## src/core/smp_pkg.sv

```systemverilog
// Constants and types shared by the serial port and its rate generator.
package smp_pkg;

  // ----------------------------------------------------------------
  // Register word indices (byte address is four times the index)
  // ----------------------------------------------------------------
  localparam logic [5:0] SMP_IDX_CTL = 6'h10;
  localparam logic [5:0] SMP_IDX_STS = 6'h11;
  localparam logic [5:0] SMP_IDX_DAT = 6'h12;

  // ----------------------------------------------------------------
  // Control register fields
  // ----------------------------------------------------------------
  localparam int SMP_CTL_RXIE = 7;
  localparam int SMP_CTL_MST = 5;
  localparam int SMP_CTL_CLOCK_POLARITY_BIT = 4;
  localparam int SMP_CTL_CLOCK_PHASE_BIT = 3;
  localparam int SMP_CTL_EN = 1;
  localparam int SMP_CTL_TXIE = 0;
  localparam logic [7:0] SMP_CTL_MASK = 8'hBB;
  localparam logic [7:0] SMP_CTL_RST = 8'h28;

  // ----------------------------------------------------------------
  // Status and control register fields
  // ----------------------------------------------------------------
  localparam int SMP_STS_RXF = 7;
  localparam int SMP_STS_ERROR_INT_ENABLE = 6;
  localparam int SMP_STS_OVR = 5;
  localparam int SMP_STS_MODE_FAULT_FLAG = 4;
  localparam int SMP_STS_TXE = 3;
  localparam int SMP_STS_MODE_FAULT_ENABLE = 2;
  localparam int SMP_STS_RATE_HI = 1;
  localparam int SMP_STS_RATE_LO = 0;

  // ----------------------------------------------------------------
  // Shift timing
  // ----------------------------------------------------------------
  localparam logic [3:0] SMP_EDGE_LAST = 4'hF;
  localparam logic [2:0] SMP_BIT1_SAMPLE = 3'h6;
  localparam logic [1:0] SMP_RATE_RATE_BY_TWO = 2'h0;
  localparam logic [1:0] SMP_RATE_DIV8 = 2'h1;
  localparam logic [1:0] SMP_RATE_DIV32 = 2'h2;
  localparam logic [6:0] SMP_HALF_RATE_BY_TWO = 7'h01;
  localparam logic [6:0] SMP_HALF_DIV8 = 7'h04;
  localparam logic [6:0] SMP_HALF_DIV32 = 7'h10;
  localparam logic [6:0] SMP_HALF_RATE_BY_ONETWENTYEIGHT = 7'h40;

  typedef enum logic [0:0] {
    SMP_IDLE = 1'b0,
    SMP_SHIFT = 1'b1
  } smp_state_t;

  // Bus cycles per half bit for each rate setting.
  function automatic logic [6:0] smp_half(input logic [1:0] rate);
    return (rate == SMP_RATE_RATE_BY_TWO) ? SMP_HALF_RATE_BY_TWO :
           (rate == SMP_RATE_DIV8) ? SMP_HALF_DIV8 :
           (rate == SMP_RATE_DIV32) ? SMP_HALF_DIV32 : SMP_HALF_RATE_BY_ONETWENTYEIGHT;
  endfunction

endpackage

```

## src/core/smp_rate_if.sv

```systemverilog
// Link between the port and its master rate generator.
`timescale 1ns/1ps
`default_nettype none
interface smp_rate_if;
  logic run;
  logic [1:0] rate;
  logic tick;
  modport gen (input run, input rate, output tick);
  modport user (output run, output rate, input tick);
endinterface
`default_nettype wire

```

## src/core/smp_baud_gen.sv

```systemverilog
// Free-running master rate generator giving one tick per half bit.
`timescale 1ns/1ps
`default_nettype none
module smp_baud_gen
  import smp_pkg::*;
(
  // Clock and reset
  input wire logic i_clk,
  input wire logic i_resetn,
  input wire logic i_ce,
  // Rate link
  smp_rate_if.gen rif
);

  logic [6:0] cnt_r;
  logic [6:0] cnt_nxt;
  wire logic [6:0] half_last = smp_half(rif.rate) - 7'h01;

  // Counter is cleared and held at zero while the port is not a running master, to save power.
  assign rif.tick = rif.run && (cnt_r == half_last);
  assign cnt_nxt = (!rif.run || rif.tick) ? 7'h00 : cnt_r + 7'h01;

  always_ff @(posedge i_clk) begin
    if (!i_resetn) begin
      cnt_r <= 7'h00;
    end else if (i_ce) begin
      cnt_r <= cnt_nxt;
    end
  end

endmodule
`default_nettype wire

```

## src/core/smp_port.sv

```systemverilog
// Serial port, master or slave, with a Wishbone register slave.
// Function
// - Master-select bit one means master, else slave
// - Master data write launches transfer, sets empty
// - Master shifts in while shifting out
// - Rate bits set master bit clock
// - End of transfer loads receive data, sets full
// - Full clears on status then data read
// - Data write clears transmit interrupt enable
// - Slave never drives serial clock pin
// - Slave full byte sets receive full
// - Slave accepts clock up to half bus rate
// - Slave byte written early goes next transfer
// - Write during transfer waits for its end
// - Slave starts on select fall or edge
// - Polarity sets idle level, phase sets format
// - Slave drives MISO only while selected
// - Phase zero: MSB on select fall, retoggle
// - Phase one: first edge starts, select may stay
// - Late read at bit one sets overflow, discards
// - Master select low: fault, disable, empty, reset
// - Master start within one bit time
// - Fault clears by status read, control write
`timescale 1ns/1ps
`default_nettype none
module smp_port
  import smp_pkg::*;
(
  // Clock, reset and freeze
  input wire logic i_clk,
  input wire logic i_resetn,
  input wire logic i_ce,
  // Wishbone slave
  input wire logic i_wb_cyc,
  input wire logic i_wb_stb,
  input wire logic i_wb_we,
  input wire logic [7:0] i_wb_adr,
  input wire logic [3:0] i_wb_sel,
  input wire logic [31:0] i_wb_dat,
  output logic [31:0] o_wb_dat,
  output logic o_wb_ack,
  // Serial clock pin
  input wire logic i_sck,
  output logic o_sck,
  output logic o_sck_oe,
  // Master out, slave in
  input wire logic i_mosi,
  output logic o_mosi,
  output logic o_mosi_oe,
  // Master in, slave out
  input wire logic i_miso,
  output logic o_miso,
  output logic o_miso_oe,
  // Slave select
  input wire logic i_ss_n
);

  // ----------------------------------------------------------------
  // Registers
  // ----------------------------------------------------------------
  logic ack_r;
  logic [31:0] dat_r;
  logic [7:0] ctl_r;
  logic error_int_enable_r, mode_fault_enable_r;
  logic [1:0] rate_r;
  logic rxf_r, ovr_r, mode_fault_flag_r, txe_r;
  logic rarm_r, marm_r, disc_r;
  logic [7:0] txbuf_r, sh_r, rsh_r, rxd_r;
  logic [3:0] ecnt_r;
  logic sck_r, ssp_r, sckp_r;
  smp_state_t state_r;

  smp_rate_if rif ();

  // ----------------------------------------------------------------
  // Bus decode
  // ----------------------------------------------------------------
  wire logic req = i_wb_cyc && i_wb_stb;
  wire logic acc = req && ack_r;
  wire logic hit_ctl = i_wb_adr[7:2] == SMP_IDX_CTL;
  wire logic hit_sts = i_wb_adr[7:2] == SMP_IDX_STS;
  wire logic hit_dat = i_wb_adr[7:2] == SMP_IDX_DAT;
  wire logic wr_lo = acc && i_wb_we && i_wb_sel[0];
  wire logic wr_ctl = wr_lo && hit_ctl;
  wire logic wr_sts = wr_lo && hit_sts;
  wire logic wr_dat = wr_lo && hit_dat;
  wire logic rd_sts = acc && !i_wb_we && hit_sts;
  wire logic rd_dat = acc && !i_wb_we && hit_dat;

  wire logic [7:0] sts_val = {rxf_r, error_int_enable_r, ovr_r, mode_fault_flag_r, txe_r, mode_fault_enable_r, rate_r};
  wire logic [7:0] rd_byte = hit_ctl ? ctl_r : hit_sts ? sts_val : hit_dat ? rxd_r : 8'h00;

  // ----------------------------------------------------------------
  // Mode and pin events
  // ----------------------------------------------------------------
  wire logic mst = ctl_r[SMP_CTL_MST];
  wire logic clock_polarity_bit = ctl_r[SMP_CTL_CLOCK_POLARITY_BIT];
  wire logic clock_phase_bit = ctl_r[SMP_CTL_CLOCK_PHASE_BIT];
  wire logic en = ctl_r[SMP_CTL_EN];
  wire logic act = state_r == SMP_SHIFT;

  // Slave clock is sampled at the bus clock, so each level must last one bus cycle.
  wire logic sck_act = i_sck ^ clock_polarity_bit;
  wire logic s_lead = sck_act && !sckp_r;
  wire logic s_trail = !sck_act && sckp_r;
  wire logic ss_fall = ssp_r && !i_ss_n;
  wire logic ss_rise = !ssp_r && i_ss_n;

  // Only the clock this port listens to in its mode can advance a transfer.
  wire logic m_edge = act && mst && rif.tick;
  wire logic s_edge = act && !mst && !i_ss_n && (s_lead || s_trail);
  wire logic edge_ev = m_edge || s_edge;

  wire logic m_start = mst && en && !act && !txe_r && rif.tick;
  wire logic s_start = !mst && en && !act &&
                       (clock_phase_bit ? (!i_ss_n && s_lead) : ss_fall);
  wire logic start = m_start || s_start;

  // Phase zero samples on leading edges, phase one on trailing edges.
  wire logic sample_ev = edge_ev && (ecnt_r[0] == clock_phase_bit);
  wire logic shift_ev = edge_ev && (ecnt_r[0] != clock_phase_bit) &&
                        (ecnt_r != 4'h0) && (ecnt_r != SMP_EDGE_LAST);
  wire logic done = edge_ev && (ecnt_r == SMP_EDGE_LAST);
  wire logic bit1_ev = sample_ev && (ecnt_r[3:1] == SMP_BIT1_SAMPLE);
  wire logic din = mst ? i_miso : i_mosi;
  wire logic [7:0] rx_next = sample_ev ? {rsh_r[6:0], din} : rsh_r;

  // ----------------------------------------------------------------
  // Faults
  // ----------------------------------------------------------------
  wire logic m_fault = mode_fault_enable_r && mst && en && ss_fall;
  wire logic s_abort = !mst && act && i_ss_n;
  wire logic s_fault = mode_fault_enable_r && s_abort && ss_rise;
  wire logic mode_fault_flag_cond = mode_fault_enable_r && ((mst && !i_ss_n) || s_abort);
  wire logic abort = !en || m_fault || s_abort;

  wire logic rxf_set = done && !disc_r;
  wire logic ovr_set = bit1_ev && rxf_r;
  wire logic txe_set = (start && !txe_r) || m_fault;

  assign rif.run = mst && en;
  assign rif.rate = rate_r;

  smp_baud_gen u_baud (
    .i_clk (i_clk),
    .i_resetn (i_resetn),
    .i_ce (i_ce),
    .rif (rif)
  );

  // ----------------------------------------------------------------
  // Outputs
  // ----------------------------------------------------------------
  assign o_wb_ack = ack_r;
  assign o_wb_dat = dat_r;
  assign o_sck = sck_r;
  assign o_sck_oe = mst && en;
  assign o_mosi = sh_r[7];
  assign o_mosi_oe = mst && en;
  assign o_miso = sh_r[7];
  assign o_miso_oe = !mst && en && !i_ss_n;

  // ----------------------------------------------------------------
  // Bus slave
  // ----------------------------------------------------------------
  // Read data is latched with the ack so a flag change during the ack cycle cannot tear it.
  always_ff @(posedge i_clk) begin
    if (!i_resetn) begin
      ack_r <= 1'b0;
      dat_r <= 32'h0000_0000;
    end else if (i_ce) begin
      ack_r <= req && !ack_r;
      if (req && !ack_r) begin
        dat_r <= {24'h00_0000, rd_byte};
      end
    end
  end

  // ----------------------------------------------------------------
  // Configuration
  // ----------------------------------------------------------------
  always_ff @(posedge i_clk) begin
    if (!i_resetn) begin
      ctl_r <= SMP_CTL_RST;
      error_int_enable_r <= 1'b0;
      mode_fault_enable_r <= 1'b0;
      rate_r <= SMP_RATE_RATE_BY_TWO;
    end else if (i_ce) begin
      if (wr_ctl) begin
        ctl_r <= i_wb_dat[7:0] & SMP_CTL_MASK;
      end
      if (wr_dat) begin
        ctl_r[SMP_CTL_TXIE] <= 1'b0;
      end
      if (m_fault) begin
        ctl_r[SMP_CTL_EN] <= 1'b0;
      end
      if (wr_sts) begin
        error_int_enable_r <= i_wb_dat[SMP_STS_ERROR_INT_ENABLE];
        mode_fault_enable_r <= i_wb_dat[SMP_STS_MODE_FAULT_ENABLE];
        rate_r <= i_wb_dat[SMP_STS_RATE_HI:SMP_STS_RATE_LO];
      end
    end
  end

  // ----------------------------------------------------------------
  // Status flags
  // ----------------------------------------------------------------
  // A hardware set in the same cycle as a software clear wins for the full, overflow and fault flags.
  always_ff @(posedge i_clk) begin
    if (!i_resetn) begin
      rxf_r <= 1'b0;
      ovr_r <= 1'b0;
      mode_fault_flag_r <= 1'b0;
      rarm_r <= 1'b0;
      marm_r <= 1'b0;
    end else if (i_ce) begin
      rxf_r <= rxf_set || (rxf_r && !(rd_dat && rarm_r));
      ovr_r <= ovr_set || (ovr_r && !(rd_dat && rarm_r));
      mode_fault_flag_r <= m_fault || s_fault ||
                (mode_fault_flag_r && !(wr_ctl && marm_r && !mode_fault_flag_cond));
      rarm_r <= rd_sts || (rarm_r && !rd_dat);
      marm_r <= (rd_sts && mode_fault_flag_r && !mode_fault_flag_cond) || (marm_r && !wr_ctl && !mode_fault_flag_cond);
    end
  end

  // A new byte in the buffer outranks the load of the old one in the same cycle.
  always_ff @(posedge i_clk) begin
    if (!i_resetn) begin
      txe_r <= 1'b1;
      txbuf_r <= 8'h00;
    end else if (i_ce) begin
      if (wr_dat) begin
        txbuf_r <= i_wb_dat[7:0];
        txe_r <= 1'b0;
      end else if (txe_set) begin
        txe_r <= 1'b1;
      end
    end
  end

  // ----------------------------------------------------------------
  // Transfer engine
  // ----------------------------------------------------------------
  always_ff @(posedge i_clk) begin
    if (!i_resetn) begin
      state_r <= SMP_IDLE;
      ecnt_r <= 4'h0;
    end else if (i_ce) begin
      if (abort) begin
        state_r <= SMP_IDLE;
        ecnt_r <= 4'h0;
      end else begin
        unique case (state_r)
          SMP_IDLE: begin
            if (start) begin
              state_r <= SMP_SHIFT;
              // A phase-one slave starts on its first edge, so that edge is already spent.
              ecnt_r <= (clock_phase_bit && !mst) ? 4'h1 : 4'h0;
            end
          end
          SMP_SHIFT: begin
            if (done) begin
              state_r <= SMP_IDLE;
              ecnt_r <= 4'h0;
            end else if (edge_ev) begin
              ecnt_r <= ecnt_r + 4'h1;
            end
          end
        endcase
      end
    end
  end

  // Without a fresh byte the slave resends what its shift register holds.
  always_ff @(posedge i_clk) begin
    if (!i_resetn) begin
      sh_r <= 8'h00;
      rsh_r <= 8'h00;
    end else if (i_ce) begin
      if (start && !txe_r) begin
        sh_r <= txbuf_r;
      end else if (shift_ev) begin
        sh_r <= {sh_r[6:0], 1'b0};
      end
      rsh_r <= rx_next;
    end
  end

  always_ff @(posedge i_clk) begin
    if (!i_resetn) begin
      rxd_r <= 8'h00;
      disc_r <= 1'b0;
    end else if (i_ce) begin
      if (rxf_set) begin
        rxd_r <= rx_next;
      end
      if (start) begin
        disc_r <= 1'b0;
      end else if (ovr_set) begin
        disc_r <= 1'b1;
      end
    end
  end

  always_ff @(posedge i_clk) begin
    if (!i_resetn) begin
      sck_r <= 1'b0;
      ssp_r <= 1'b1;
      sckp_r <= 1'b0;
    end else if (i_ce) begin
      ssp_r <= i_ss_n;
      sckp_r <= sck_act;
      if (!(mst && en) || abort) begin
        sck_r <= clock_polarity_bit;
      end else if (m_edge) begin
        sck_r <= !sck_r;
      end
    end
  end
endmodule
`default_nettype wire

```

## config.mk

```make
export PLATFORM = sky130hd
export DESIGN_NAME = smp_port
export DESIGN_NICKNAME = d
export VERILOG_FILES = /design/src/core/smp_pkg.sv /design/src/core/smp_rate_if.sv /design/src/core/smp_baud_gen.sv /design/src/core/smp_port.sv
export SDC_FILE = /design/constraint.sdc
export NUM_CORES = 1
export LEC_CHECK = 0
export ABC_AREA = 1
export BUFFER_PORTS_ARGS = -buffer_cell sky130_fd_sc_hd__buf_2
export CORE_UTILIZATION = 35
export CTS_CLUSTER_DIAMETER = 80
export DETAILED_ROUTE_END_ITERATION = 6
export MAX_ROUTING_LAYER = met4
export SKIP_CTS_REPAIR_TIMING = 1
export SLEW_MARGIN = 40
export SYNTH_ARGS = -nofsm -noshare
export SYNTH_HDL_FRONTEND = slang
export SYNTH_SLANG_ARGS = --single-unit
export TNS_END_PERCENT = 1
```

## constraint.sdc

```tcl
create_clock -name i_clk -period 5.1 [get_ports i_clk]
set_input_delay 1.02 -clock i_clk [delete_from_list [all_inputs] [get_ports i_clk]]
set_output_delay 1.02 -clock i_clk [all_outputs]
set_load 0.02 [all_outputs]
```

==> metrics.md, run 1 <==
| Metric | Value |
|---|---|
| Largest cells by area after synthesis | sky130_fd_sc_hd__dfxtp_1, sky130_fd_sc_hd__nand2_1, sky130_fd_sc_hd__inv_1 |
| Non-filler instance count after layout | between 700 and 800 |
| Required time of the worst setup path | between 5 and 6 ns |
| Count of clock tree sinks | 73 |
| Critical path capture point type | flop |
| DRT Pass-1 Iters | 6 |
| Synth unique cells | 37 |
| Share of flip-flops with an asynchronous set or reset | 0 |
| Number of cells produced by synthesis | 563 |
| Fraction of the cycle the final worst path needs | 0.5680 |
| DRC violation total after the first TritonRoute iteration | 127 |
| Cell-by-cell trace of the critical path | buf_2 > inv_2 > nor3_2 > clkinv_1 > a21oi_1 > a31oi_1 |
| DIE AREA | between 10000 and 15000 sq um |
| Slowest stage cell, crit path | sky130_fd_sc_hd__nor3_2 |
| Vias post-DR | 3453 |
| Hold Violations, Final | 0 |
| Number of synthesized register bits | 73 |
| Total placed instance area | ~4000 sq um |
| Total non-filler cell area in the finished layout | about 4300 sq um |
| R2R Path Start | ctl_r[5]$_SDFFE_PN1P_ |
| Share of layout cells above drive strength 1 | 0.1204 |
| Worst-case hold path end point | o_wb_dat[6]$_SDFFE_PN0P_ |
| Root buf cell | sky130_fd_sc_hd__clkbuf_8 |
| Average vias per placed instance | around 4.7 |
| Synth top area share | 0.3779 |
| Leakage dissipation | about 2.1 nW |
| Critical R2R Capture | ecnt_r[0]$_SDFFE_PN0P_ |
| Detailed-route DRC error count | 0 |
| Peak Freq | between 0.3 and 0.4 GHz |
| Overall power | 0.001241 W |
| Post-synthesis area per instance | between 6 and 7 sq um |
| Area delta synth->final | 10.68% |
| Total track usage | 0.1695 |
| Worst r2r path cells | 9 |
| Clock tree from TritonCTS | done |
| Most numerous cell types in the synthesized netlist | sky130_fd_sc_hd__nand2_1, sky130_fd_sc_hd__dfxtp_1, sky130_fd_sc_hd__inv_1, sky130_fd_sc_hd__nor2_1, sky130_fd_sc_hd__a21oi_1 |
| Detailed-route wire length per cell | 12.19 um |
| Vias in the first global route | approximately 3200 |
| Longest Clk Path Bufs | 2 |
| Number of flops mapped to enable cells by yosys | 0 |
| Max-slew violations | 0 |
| Category of the worst setup path launch point | primary input |
| I/O pin cnt | a little over 90 |
| Largest fanout of any net on the critical path | 24 |
| Fill cell total of the finished layout | roughly 1100 |
| Min cycle time layout | about 2.9 ns |
| Post-synthesis cell type with the largest combined area | sky130_fd_sc_hd__dfxtp_1 |
| Origin of the worst min-delay path | o_wb_dat[6]$_SDFFE_PN0P_ |
| Final Skew | roughly 0.010 ns |
| Final WL | approximately 9000 um |
| Max-cap violations | 0 |
| Overall overflow remaining after global route | 0 |
| Dpl hpwl | roughly 6500 um |
| Max rail drop VDD | approximately 180 uV |
| Area of the core region | 10790 sq um |
| Library cell with the highest instance count after synthesis | sky130_fd_sc_hd__nand2_1 |
| N_diodes | 0 |
| Final core utilization | 0.3966 |
| Antenna violations before repair | 0 |
| Unrepaired setup endpoints after global routing | no |
| Number of warnings reported in the yosys synthesis log | 0 |
| Power Dens Cells | between 200 and 300 nW/um^2 |
| Crit Path Class | primary input to flop |
| Chip Height | around 110 um |
| Remaining number of nets flagged by the antenna check after routing | 0 |
| Die outline width | 107.1 um |
| FP Rows | 38 |
| Global-route wire length before repair | about 15000 um |
| Port buffer count | 39 |
| Depth of the CTS H-tree | 3 |
| Flop-to-flop setup slack | 2.99 ns |
| Timing startpoint of the critical path | i_ce |
| Routability-driven placement congestion ratio | about 0.8 |
| Instance count along the most critical hold path | 2 |
| Transition at the pin with the smallest max-transition slack | 0.8091 ns |
| Clk_lat worst skew | about 0.35 ns |
| Stage delay of the slowest cell on the critical path | around 0.55 ns |
| Syn Std Cell Area | 3867 sq um |
| # setup viols final | 0 |
| Clock Pin Slew Worst Setup and Hold Paths | about 0.08 ns |
| Status | complete, no violations |
| Pin count of the biggest net entering global routing | 48 |
| Layout net count | roughly 650 |
| Number of placed instances with taps included | 722 |
| CTS buffer count | 9 |
| Initial core utilization | 0.3583 |
| Setup TNS Final | 0 ns |
| Part of the Yosys area used for sequential elements | 0.3779 |
| Class of the most critical hold timing path | flop to flop |
| Arrival @ worst endpoint | 3.12 ns |
| Worst slew margin relative to its limit | 0.4606 |
| Post-synth top flop | sky130_fd_sc_hd__dfxtp_1 |
final cells by class:
cell class	count	area [sq um]	share of cell area
inverters	74	277.8	0.06489
well taps	140	175.2	0.04092
clock inverters	6	115.1	0.02689
multi-input cells	396	1928	0.4505
flip-flops and latches	73	1461	0.3414
clock buffers	10	127.6	0.02982
repair buffers	39	195.2	0.04560
placed cells by master, fill, tap and decap left out, types with 2 or more instances in the layout:
| cell type | count |
|---|---|
| sky130_fd_sc_hd__a211oi_1 | 4 |
| sky130_fd_sc_hd__a21oi_1 | 42 |
| sky130_fd_sc_hd__a22oi_1 | 3 |
| sky130_fd_sc_hd__a31oi_1 | 7 |
| sky130_fd_sc_hd__buf_2 | 39 |
| sky130_fd_sc_hd__bufinv_16 | 3 |
| sky130_fd_sc_hd__clkbuf_8 | 9 |
| sky130_fd_sc_hd__clkinv_1 | 2 |
| sky130_fd_sc_hd__conb_1 | 24 |
| sky130_fd_sc_hd__dfxtp_1 | 73 |
| sky130_fd_sc_hd__ha_1 | 4 |
| sky130_fd_sc_hd__inv_1 | 71 |
| sky130_fd_sc_hd__nand2_1 | 130 |
| sky130_fd_sc_hd__nand2_2 | 4 |
| sky130_fd_sc_hd__nand2_4 | 5 |
| sky130_fd_sc_hd__nand3_1 | 16 |
| sky130_fd_sc_hd__nand4_1 | 7 |
| sky130_fd_sc_hd__nand4_2 | 2 |
| sky130_fd_sc_hd__nor2_1 | 67 |
| sky130_fd_sc_hd__nor2_2 | 3 |
| sky130_fd_sc_hd__nor3_1 | 7 |
| sky130_fd_sc_hd__o211ai_1 | 13 |
| sky130_fd_sc_hd__o21ai_0 | 38 |
| sky130_fd_sc_hd__o21ai_1 | 5 |
| sky130_fd_sc_hd__xor2_1 | 6 |
cell families after synthesis:
group | after synthesis | synth area share
muxes | 1 | 0.002588
buffers and inverters | 117 | 0.1466
xor gates and xnor gates | 7 | 0.01585
and+or+nand+nor | 245 | 0.2769
DFF | 73 | 0.3779
other | 1 | 0.0009696
adders and majority gates | 4 | 0.01294
AOI/OAI and AO/OA | 115 | 0.1663
where the power goes:
part / internal (W) / switching (W)
registers: 0.000580 / 0.00000751
clock network: 0.000328 / 0.000231
logic: 0.0000264 / 0.0000675
through the flow:
stage / setup slack [ns] / hold slack [ns]
5_1_grt: 2.024 / 0.4942
3_3_place_gp: 1.793 / 0.4570
6_report: 2.203 / 0.4679
4_1_cts: 2.108 / 0.4706
2_1_floorplan: 2.575 / 0.4391
3_5_place_dp: 1.744 / 0.4597
worst max-delay path by stage:
stage / endpoint
after floorplan: o_miso_oe
after global placement: ctl_r[0]$_SDFFE_PN0P_
after detailed placement: ctl_r[0]$_SDFFE_PN0P_
after CTS: ctl_r[0]$_SDFFE_PN0P_
after global routing: o_wb_dat[7]$_SDFFE_PN0P_
final: o_wb_dat[5]$_SDFFE_PN0P_
metal layers:
layer,track usage,share of wire
met5,-,0
met4,0.04990,0.014
met3,0.03222,0.031
met2,0.2908,0.49
met1,0.2013,0.47
sequential cells by signal, summed over array words and instances (netlist names), 2 cells and up:
register,cells
rsh_r,8
ctl_r,6
u_baud.cnt_r,7
sh_r,8
rxd_r,8
rate_r,2
txbuf_r,8
ecnt_r,4
o_wb_dat,8
critical path: cells and delay by family:
kind	cells	cell delay, ns
buffers and inverters	3	1.21
and+or+nand+nor	1	0.55
AOI/OAI and AO/OA	2	0.33
No activity file was read; power rests on OpenSTA's default activity.
==> run 2, diff against run 1 <==
- clock period: 5.1 -> 2.4 ns (I/O delays scaled with it)
==> run 2 against run 1 <==
Net effect: global-route usage grew 0.13 points; power up 98%; sequential cell count unchanged; largest cell class unchanged; critical endpoint is now ecnt_r[0]$_SDFFE_PN0P_; sequential share of layout area shrank 0.099 points.
==> metrics.md, run 2 (synthesis gave the netlist of run 1 again) <==
| Metric | Value |
|---|---|
| Overall overflow remaining after global route | 0 |
| Average vias per placed instance | around 4.7 |
| Net load switching power | 0.0006519 W |
| Clock Pin Slew Worst Setup and Hold Paths | ~0.090 ns |
| Leakage dissipation | between 2 and 2.5 nW |
| DRT Pass-1 Iters | 4 |
| Hold Violations, Final | 0 |
| Port buffer count | 39 |
| Final WL | between 9000 and 10000 um |
| Most frequent cells in the layout | sky130_fd_sc_hd__nand2_1, sky130_fd_sc_hd__dfxtp_1, sky130_fd_sc_hd__inv_1 |
| Worst Hold Slack | 0.3820 ns |
| Largest fanout of any net on the critical path | 10 |
| # setup viols final | 0 |
| Die outline width | 107.1 um |
| Remaining number of nets flagged by the antenna check after routing | 0 |
| Peak Freq | 0.5233 GHz |
| Stage delay of the slowest cell on the critical path | 0.41 ns |
| Initial core utilization | 0.3583 |
| Clk_lat worst skew | around 0.35 ns |
| Clock tree from TritonCTS | done |
| Longest Clk Path Bufs | 2 |
| Max rail drop VDD | 299.3 uV |
| Clk network pwr share | 0.408 |
| Detailed-route DRC error count | 0 |
| Pin count of the biggest net entering global routing | 47 |
| R2R Path Start | ctl_r[4]$_SDFFE_PN0P_ |
| Sequential share of power | 0.509 |
| Arrival @ worst endpoint | 2.12 ns |
| Total buffers and inverters traversed by the critical path | 0 |
| DIE AREA | roughly 11000 sq um |
| Worst slew margin relative to its limit | 0.4959 |
| Global-route wire length before repair | about 15000 um |
| Category of the worst setup path launch point | flop |
| Critical path capture point type | flop |
| Fraction of the cycle the final worst path needs | 0.7962 |
| I/O pin cnt | 93 |
| Power Dens Cells | roughly 570 nW/um^2 |
| Dpl hpwl | ~6700 um |
| Max-slew violations | 0 |
| Max-cap violations | 0 |
| Share of layout cells above drive strength 1 | 0.1306 |
| CTS buffer count | 9 |
| Layout net count | between 600 and 700 |
| Chip Height | around 110 um |
| Vias post-DR | ~3500 |
| Total track usage | 0.1708 |
| Internal power consumption | around 0.0018 W |
| Area of the core region | roughly 11000 sq um |
| Critical R2R Capture | ecnt_r[0]$_SDFFE_PN0P_ |
| Leading cell type in the layout, fill and taps excluded | sky130_fd_sc_hd__nand2_1 |
| Antenna violations before repair | 0 |
| Final Skew | between 0.01 and 0.015 ns |
| Depth of the CTS H-tree | 3 |
| Comb power frac | 0.083 |
| DRC violation total after the first TritonRoute iteration | between 200 and 250 |
| Required time of the worst setup path | between 2 and 3 ns |
| Unrepaired setup endpoints after global routing | no |
| Slowest stage cell, crit path | sky130_fd_sc_hd__dfxtp_1 |
| N_diodes | 0 |
| Fill cell total of the finished layout | approximately 1100 |
| Setup TNS Final | 0 ns |
| Net Sw Frac | 0.2656 |
| Status | complete, no violations |
| Crit Path Class | flop to flop |
| Detailed-route wire length per cell | 12.13 um |
| Class of the most critical hold timing path | primary input to flop |
| Flop-to-flop setup slack | 0.49 ns |
| Routability-driven placement congestion ratio | 0.8094 |
| Origin of the worst min-delay path | i_wb_dat[6] |
| Cell-by-cell trace of the critical path | xor2_1 > ha_1 > nand2_1 > nand2_1 > nand4_1 > nand2_4 > nand2_1 > nand2_1 > nand2_1 > o21ai_0 > nor2_1 |
| FP Rows | 38 |
| Root buf cell | sky130_fd_sc_hd__clkbuf_8 |
| Crit path top cell by count | sky130_fd_sc_hd__nand2_1 |
| Count of clock tree sinks | 73 |
| Worst-case hold path end point | txbuf_r[6]$_SDFFE_PN0P_ |
| Vias in the first global route | about 3200 |
| Instance count along the most critical hold path | 3 |
| Final core utilization | 0.3978 |
| Min cycle time layout | ~1.9 ns |
| Area delta synth->final | 11.00% |
| Worst r2r path cells | 11 |
| Transition at the pin with the smallest max-transition slack | 0.7553 ns |
| Category of cells accounting for the largest share of critical-path delay | simple AND/OR/NAND/NOR gates |
| Count of cell instances traversed by the critical path | 11 |
==> run 2: stage by stage <==
stage | std cells | total power (W) | cell area (sq um) | setup WS [ns]
after floorplan | 586 | 0.001447 | 3954 | 0.6555
after global placement | 729 | 0.001478 | 4088 | 0.3404
after detailed placement | 729 | 0.001482 | 4088 | 0.2953
after CTS | 745 | 0.002476 | 4293 | 0.4526
after global routing | 745 | 0.002561 | 4293 | 0.2788
final | 745 | 0.002454 | 4293 | 0.4892
==> run 2: cell type report <==
cell class	instances	area (sq um)	share of cell area
multi-input combinational	396	1926	0.4486
sequential	73	1461	0.3404
inverter	74	277.8	0.06470
timing repair buffer	46	247.7	0.05771
tap	140	175.2	0.04080
clock buffer	10	137.6	0.03206
clock inverter	6	67.56	0.01574
==> run 2: worst max path at each step <==
stage / startpoint / to
floorplan: i_sck / sh_r[1]$_SDFFE_PN0P_
global route: rate_r[1]$_SDFFE_PN0P_ / ecnt_r[0]$_SDFFE_PN0P_
finish: ctl_r[4]$_SDFFE_PN0P_ / ecnt_r[0]$_SDFFE_PN0P_
global placement: i_sck / ecnt_r[0]$_SDFFE_PN0P_
CTS: ctl_r[4]$_SDFFE_PN0P_ / ecnt_r[0]$_SDFFE_PN0P_
detailed placement: i_sck / ecnt_r[0]$_SDFFE_PN0P_
==> run 2: routing by layer <==
layer,part of all wire,vias up,GRT usage
met3,0.036,17,0.02675
met2,0.47,65,0.2857
met5,0,-,-
li1,-,1832,-
met4,0.015,0,0.06360
met1,0.48,1581,0.2071
==> run 2: tightest hold or removal path: cells and delay by family <==
kind / cells / cell delay, ns
AO/OA/AOI/OAI: 1 / 0.10
buffers and inverters: 2 / 0.12
==> run 2: power by group through the flow <==
stage | combinational (W) | clock (W) | sequential [W]
3_3_place_gp | 0.000202 | 0 | 0.00128
5_1_grt | 0.000230 | 0.00108 | 0.00125
2_1_floorplan | 0.000167 | 0 | 0.00128
4_1_cts | 0.000206 | 0.00102 | 0.00125
3_5_place_dp | 0.000205 | 0 | 0.00128
6_report | 0.000204 | 0.00100 | 0.00125
==> run 3, diff against run 2 <==
- ABC_AREA: 1 -> 0
- clock period: 2.4 -> 1.7 ns (I/O delays scaled with it)
==> run 3 against run 2 <==
Net effect: power is 43% higher; non-clock buffer count is 69 higher; clock skew is 0.0025 ns lower; critical endpoint is now rxd_r[0]$_SDFFE_PN0P_; cell area is 13% higher; maximum frequency is 8.0% lower; setup slack worse by 0.87 ns; via count is 2.1% lower; worst hold slack worse by 0.16 ns; sequential share of layout area is 3.6 points lower; sequential power is 38% higher; synthesized cell count is 23% lower; the run now ends with setup timing left.
==> metrics.md, run 3 <==
| Metric | Value |
|---|---|
| Status | complete, but fails checks |
| Violations in the final reports | setup timing |
| Post-synthesis area per instance | approximately 8.6 sq um |
| Class of the most critical hold timing path | primary input to flop |
| CTS buffer count | 9 |
| Stage delay of the slowest cell on the critical path | approximately 0.43 ns |
| Longest Clk Path Bufs | 2 |
| Overall power | between 0.003 and 0.004 W |
| Critical R2R Capture | rxd_r[0]$_SDFFE_PN0P_ |
| Post-synth top flop | sky130_fd_sc_hd__dfxtp_1 |
| Count of clock tree sinks | 73 |
| Hold Violations, Final | 0 |
| Min cycle time layout | about 2.1 ns |
| N_diodes | 0 |
| Category of cells accounting for the largest share of critical-path delay | compound AO/OA/AOI/OAI gates |
| Max-cap violations | 0 |
| Synth top area share | 0.3897 |
| Pin count of the biggest net entering global routing | 27 |
| Fill cell total of the finished layout | approximately 1000 |
| Fraction of the cycle the final worst path needs | 1.222 |
| Setup TNS Final | -9.197 ns |
| DRT Pass-1 Iters | 4 |
| Number of warnings reported in the yosys synthesis log | 0 |
| Max rail drop VDD | 369.3 uV |
| R2R Path Start | u_baud.cnt_r[5]$_SDFFE_PN0P_ |
| Syn Std Cell Area | 3750 sq um |
| Final Skew | approximately 0.0086 ns |
| Average vias per placed instance | 5.031 |
| Clk_lat worst skew | 0.35 ns |
| Flop-to-flop setup slack | -0.38 ns |
| Leakage dissipation | between 2 and 2.5 nW |
| FP Rows | 37 |
| Crit Path Class | flop to flop |
| Timing startpoint of the critical path | u_baud.cnt_r[5]$_SDFFE_PN0P_ |
| Initial core utilization | 0.3616 |
| Leading cell type in the layout, fill and taps excluded | sky130_fd_sc_hd__buf_4 |
| DIE AREA | approximately 11000 sq um |
| Depth of the CTS H-tree | 3 |
| Final WL | between 9000 and 10000 um |
| Most frequent cells in the layout | sky130_fd_sc_hd__buf_4, sky130_fd_sc_hd__dfxtp_1, sky130_fd_sc_hd__nor2_1 |
| Share of flip-flops with an asynchronous set or reset | 0 |
| Chip Height | between 100 and 150 um |
| Routability-driven placement congestion ratio | ~0.88 |
| Global-route wire length before repair | approximately 16000 um |
| Final worst setup slack | -0.3768 ns |
| Worst-case hold path end point | ctl_r[5]$_SDFFE_PN1P_ |
| Most numerous cell types in the synthesized netlist | sky130_fd_sc_hd__dfxtp_1, sky130_fd_sc_hd__nor2_1, sky130_fd_sc_hd__nand2_1, sky130_fd_sc_hd__mux2i_1, sky130_fd_sc_hd__buf_4 |
| # setup viols final | 34 |
| Max-slew violations | 0 |
| Antenna violations before repair | 0 |
| Vias post-DR | between 3000 and 4000 |
| Origin of the worst min-delay path | i_wb_dat[5] |
| Vias in the first global route | about 3200 |
| Library cell with the highest instance count after synthesis | sky130_fd_sc_hd__dfxtp_1 |
| Layout net count | around 600 |
| Detailed-route DRC error count | 0 |
| Total buffers and inverters traversed by the critical path | 1 |
| Die outline width | ~110 um |
| Largest cells by area after synthesis | sky130_fd_sc_hd__dfxtp_1, sky130_fd_sc_hd__mux2i_1, sky130_fd_sc_hd__nor2_1 |
| Dpl hpwl | 7391 um |
| Post-synthesis cell type with the largest combined area | sky130_fd_sc_hd__dfxtp_1 |
| Unrepaired setup endpoints after global routing | yes |
| Instance count along the most critical hold path | 3 |
| Number of synthesized register bits | 73 |
| Area delta synth->final | 29.13% |
| Total track usage | 0.1867 |
| Required time of the worst setup path | between 1.5 and 2 ns |
| DRC violation total after the first TritonRoute iteration | around 170 |
| Root buf cell | sky130_fd_sc_hd__clkbuf_8 |
| Largest fanout of any net on the critical path | 7 |
| Port buffer count | 39 |
| I/O pin cnt | 93 |
| Clock tree from TritonCTS | done |
| Critical path capture point type | flop |
| Detailed-route wire length per cell | 14.64 um |
| Number of flops mapped to enable cells by yosys | 0 |
| Arrival @ worst endpoint | 2.34 ns |
| Category of the worst setup path launch point | flop |
| Slowest stage cell, crit path | sky130_fd_sc_hd__dfxtp_1 |
| Power Dens Cells | just over 700 nW/um^2 |
| Cell-by-cell trace of the critical path | and4_1 > o221a_4 > o2111ai_4 > a2111oi_4 > buf_6 > nand2_2 > o32ai_2 |
| Remaining number of nets flagged by the antenna check after routing | 0 |
| Worst r2r path cells | 7 |
| Area of the core region | roughly 10000 sq um |
| Synth unique cells | 55 |
| Share of layout cells above drive strength 1 | 0.3088 |
| Part of the Yosys area used for sequential elements | 0.3897 |
| Clock Pin Slew Worst Setup and Hold Paths | approximately 0.080 ns |
| Overall overflow remaining after global route | 0 |
| Peak Freq | roughly 0.48 GHz |
| Worst Hold Slack | approximately 0.22 ns |
| Number of cells produced by synthesis | between 400 and 500 |
-- run 3: worst max path at each step --
stage                             end  slack, ns  cells after the start
6_report        rxd_r[0]$_SDFFE_PN0P_      -0.38                      7
5_1_grt         rxd_r[0]$_SDFFE_PN0P_      -0.47                      7
4_1_cts        ecnt_r[0]$_SDFFE_PN0P_      -0.44                      8
3_5_place_dp    rxd_r[0]$_SDFFE_PN0P_      -0.41                      9
3_3_place_gp     sh_r[7]$_SDFFE_PN0P_      -0.43                      6
2_1_floorplan   rxd_r[7]$_SDFFE_PN0P_      -0.28                      8
-- run 3: kinds of logic (layout without fill, tap and decap cells) --
family / count (synthesis) / in the layout / synth area share
DFF: 73 / 73 / 0.3897
other: 1 / 24 / 0.001000
muxes: 38 / 38 / 0.1038
and+or+nand+nor: 150 / 150 / 0.1805
xor gates and xnor gates: 8 / 8 / 0.01868
adders and majority gates: 4 / 4 / 0.01335
AOI/OAI and AO/OA: 106 / 106 / 0.2069
buffers and inverters: 55 / 141 / 0.08609
-- run 3: power by group --
group	leakage (nW)	internal, W	switching (W)
clock network	0.107	0.000835	0.000691
logic	1.43	0.0000921	0.000173
registers	0.593	0.00172	0.00000876
total	2.13	0.00265	0.000873
-- run 3: cell type report --
class / count / area [sq um] / area share
sequential: 73 / 1476 / 0.3049
clock buffer: 10 / 127.6 / 0.02636
clock inverter: 6 / 90.09 / 0.01860
timing repair buffer: 115 / 793.3 / 0.1638
tap: 136 / 170.2 / 0.03514
inverter: 10 / 37.54 / 0.007752
multi-input combinational: 330 / 2147 / 0.4434
-- run 3: metal layers --
metal  vias to the layer above  GRT usage  share of wire  wire length, um
met2                        92     0.3069           0.48             4772
met4                         0    0.06845          0.017              165
met1                      1600     0.2304           0.46             4547
met5                         -          -              0                0
li1                       1716          -              -                -
met3                        13    0.03154          0.047              467
-- run 3: tightest hold or removal path, delay by kind of cell --
kind / cells / cell delay [ns]
AND/OR/NAND/NOR: 1 / 0.06
buffers and inverters: 1 / 0.09
multiplexers: 1 / 0.06
-- run 3: stage by stage --
stage	std cells	worst slack [ns]	area [sq um]	util
final	680	-0.3768	4842	0.4669
after global routing	680	-0.4748	4842	0.4669
after CTS	675	-0.4359	4696	0.4528
after detailed placement	659	-0.4138	4478	0.4318
after global placement	659	-0.4341	4478	0.4318
after floorplan	458	-0.2825	3852	-
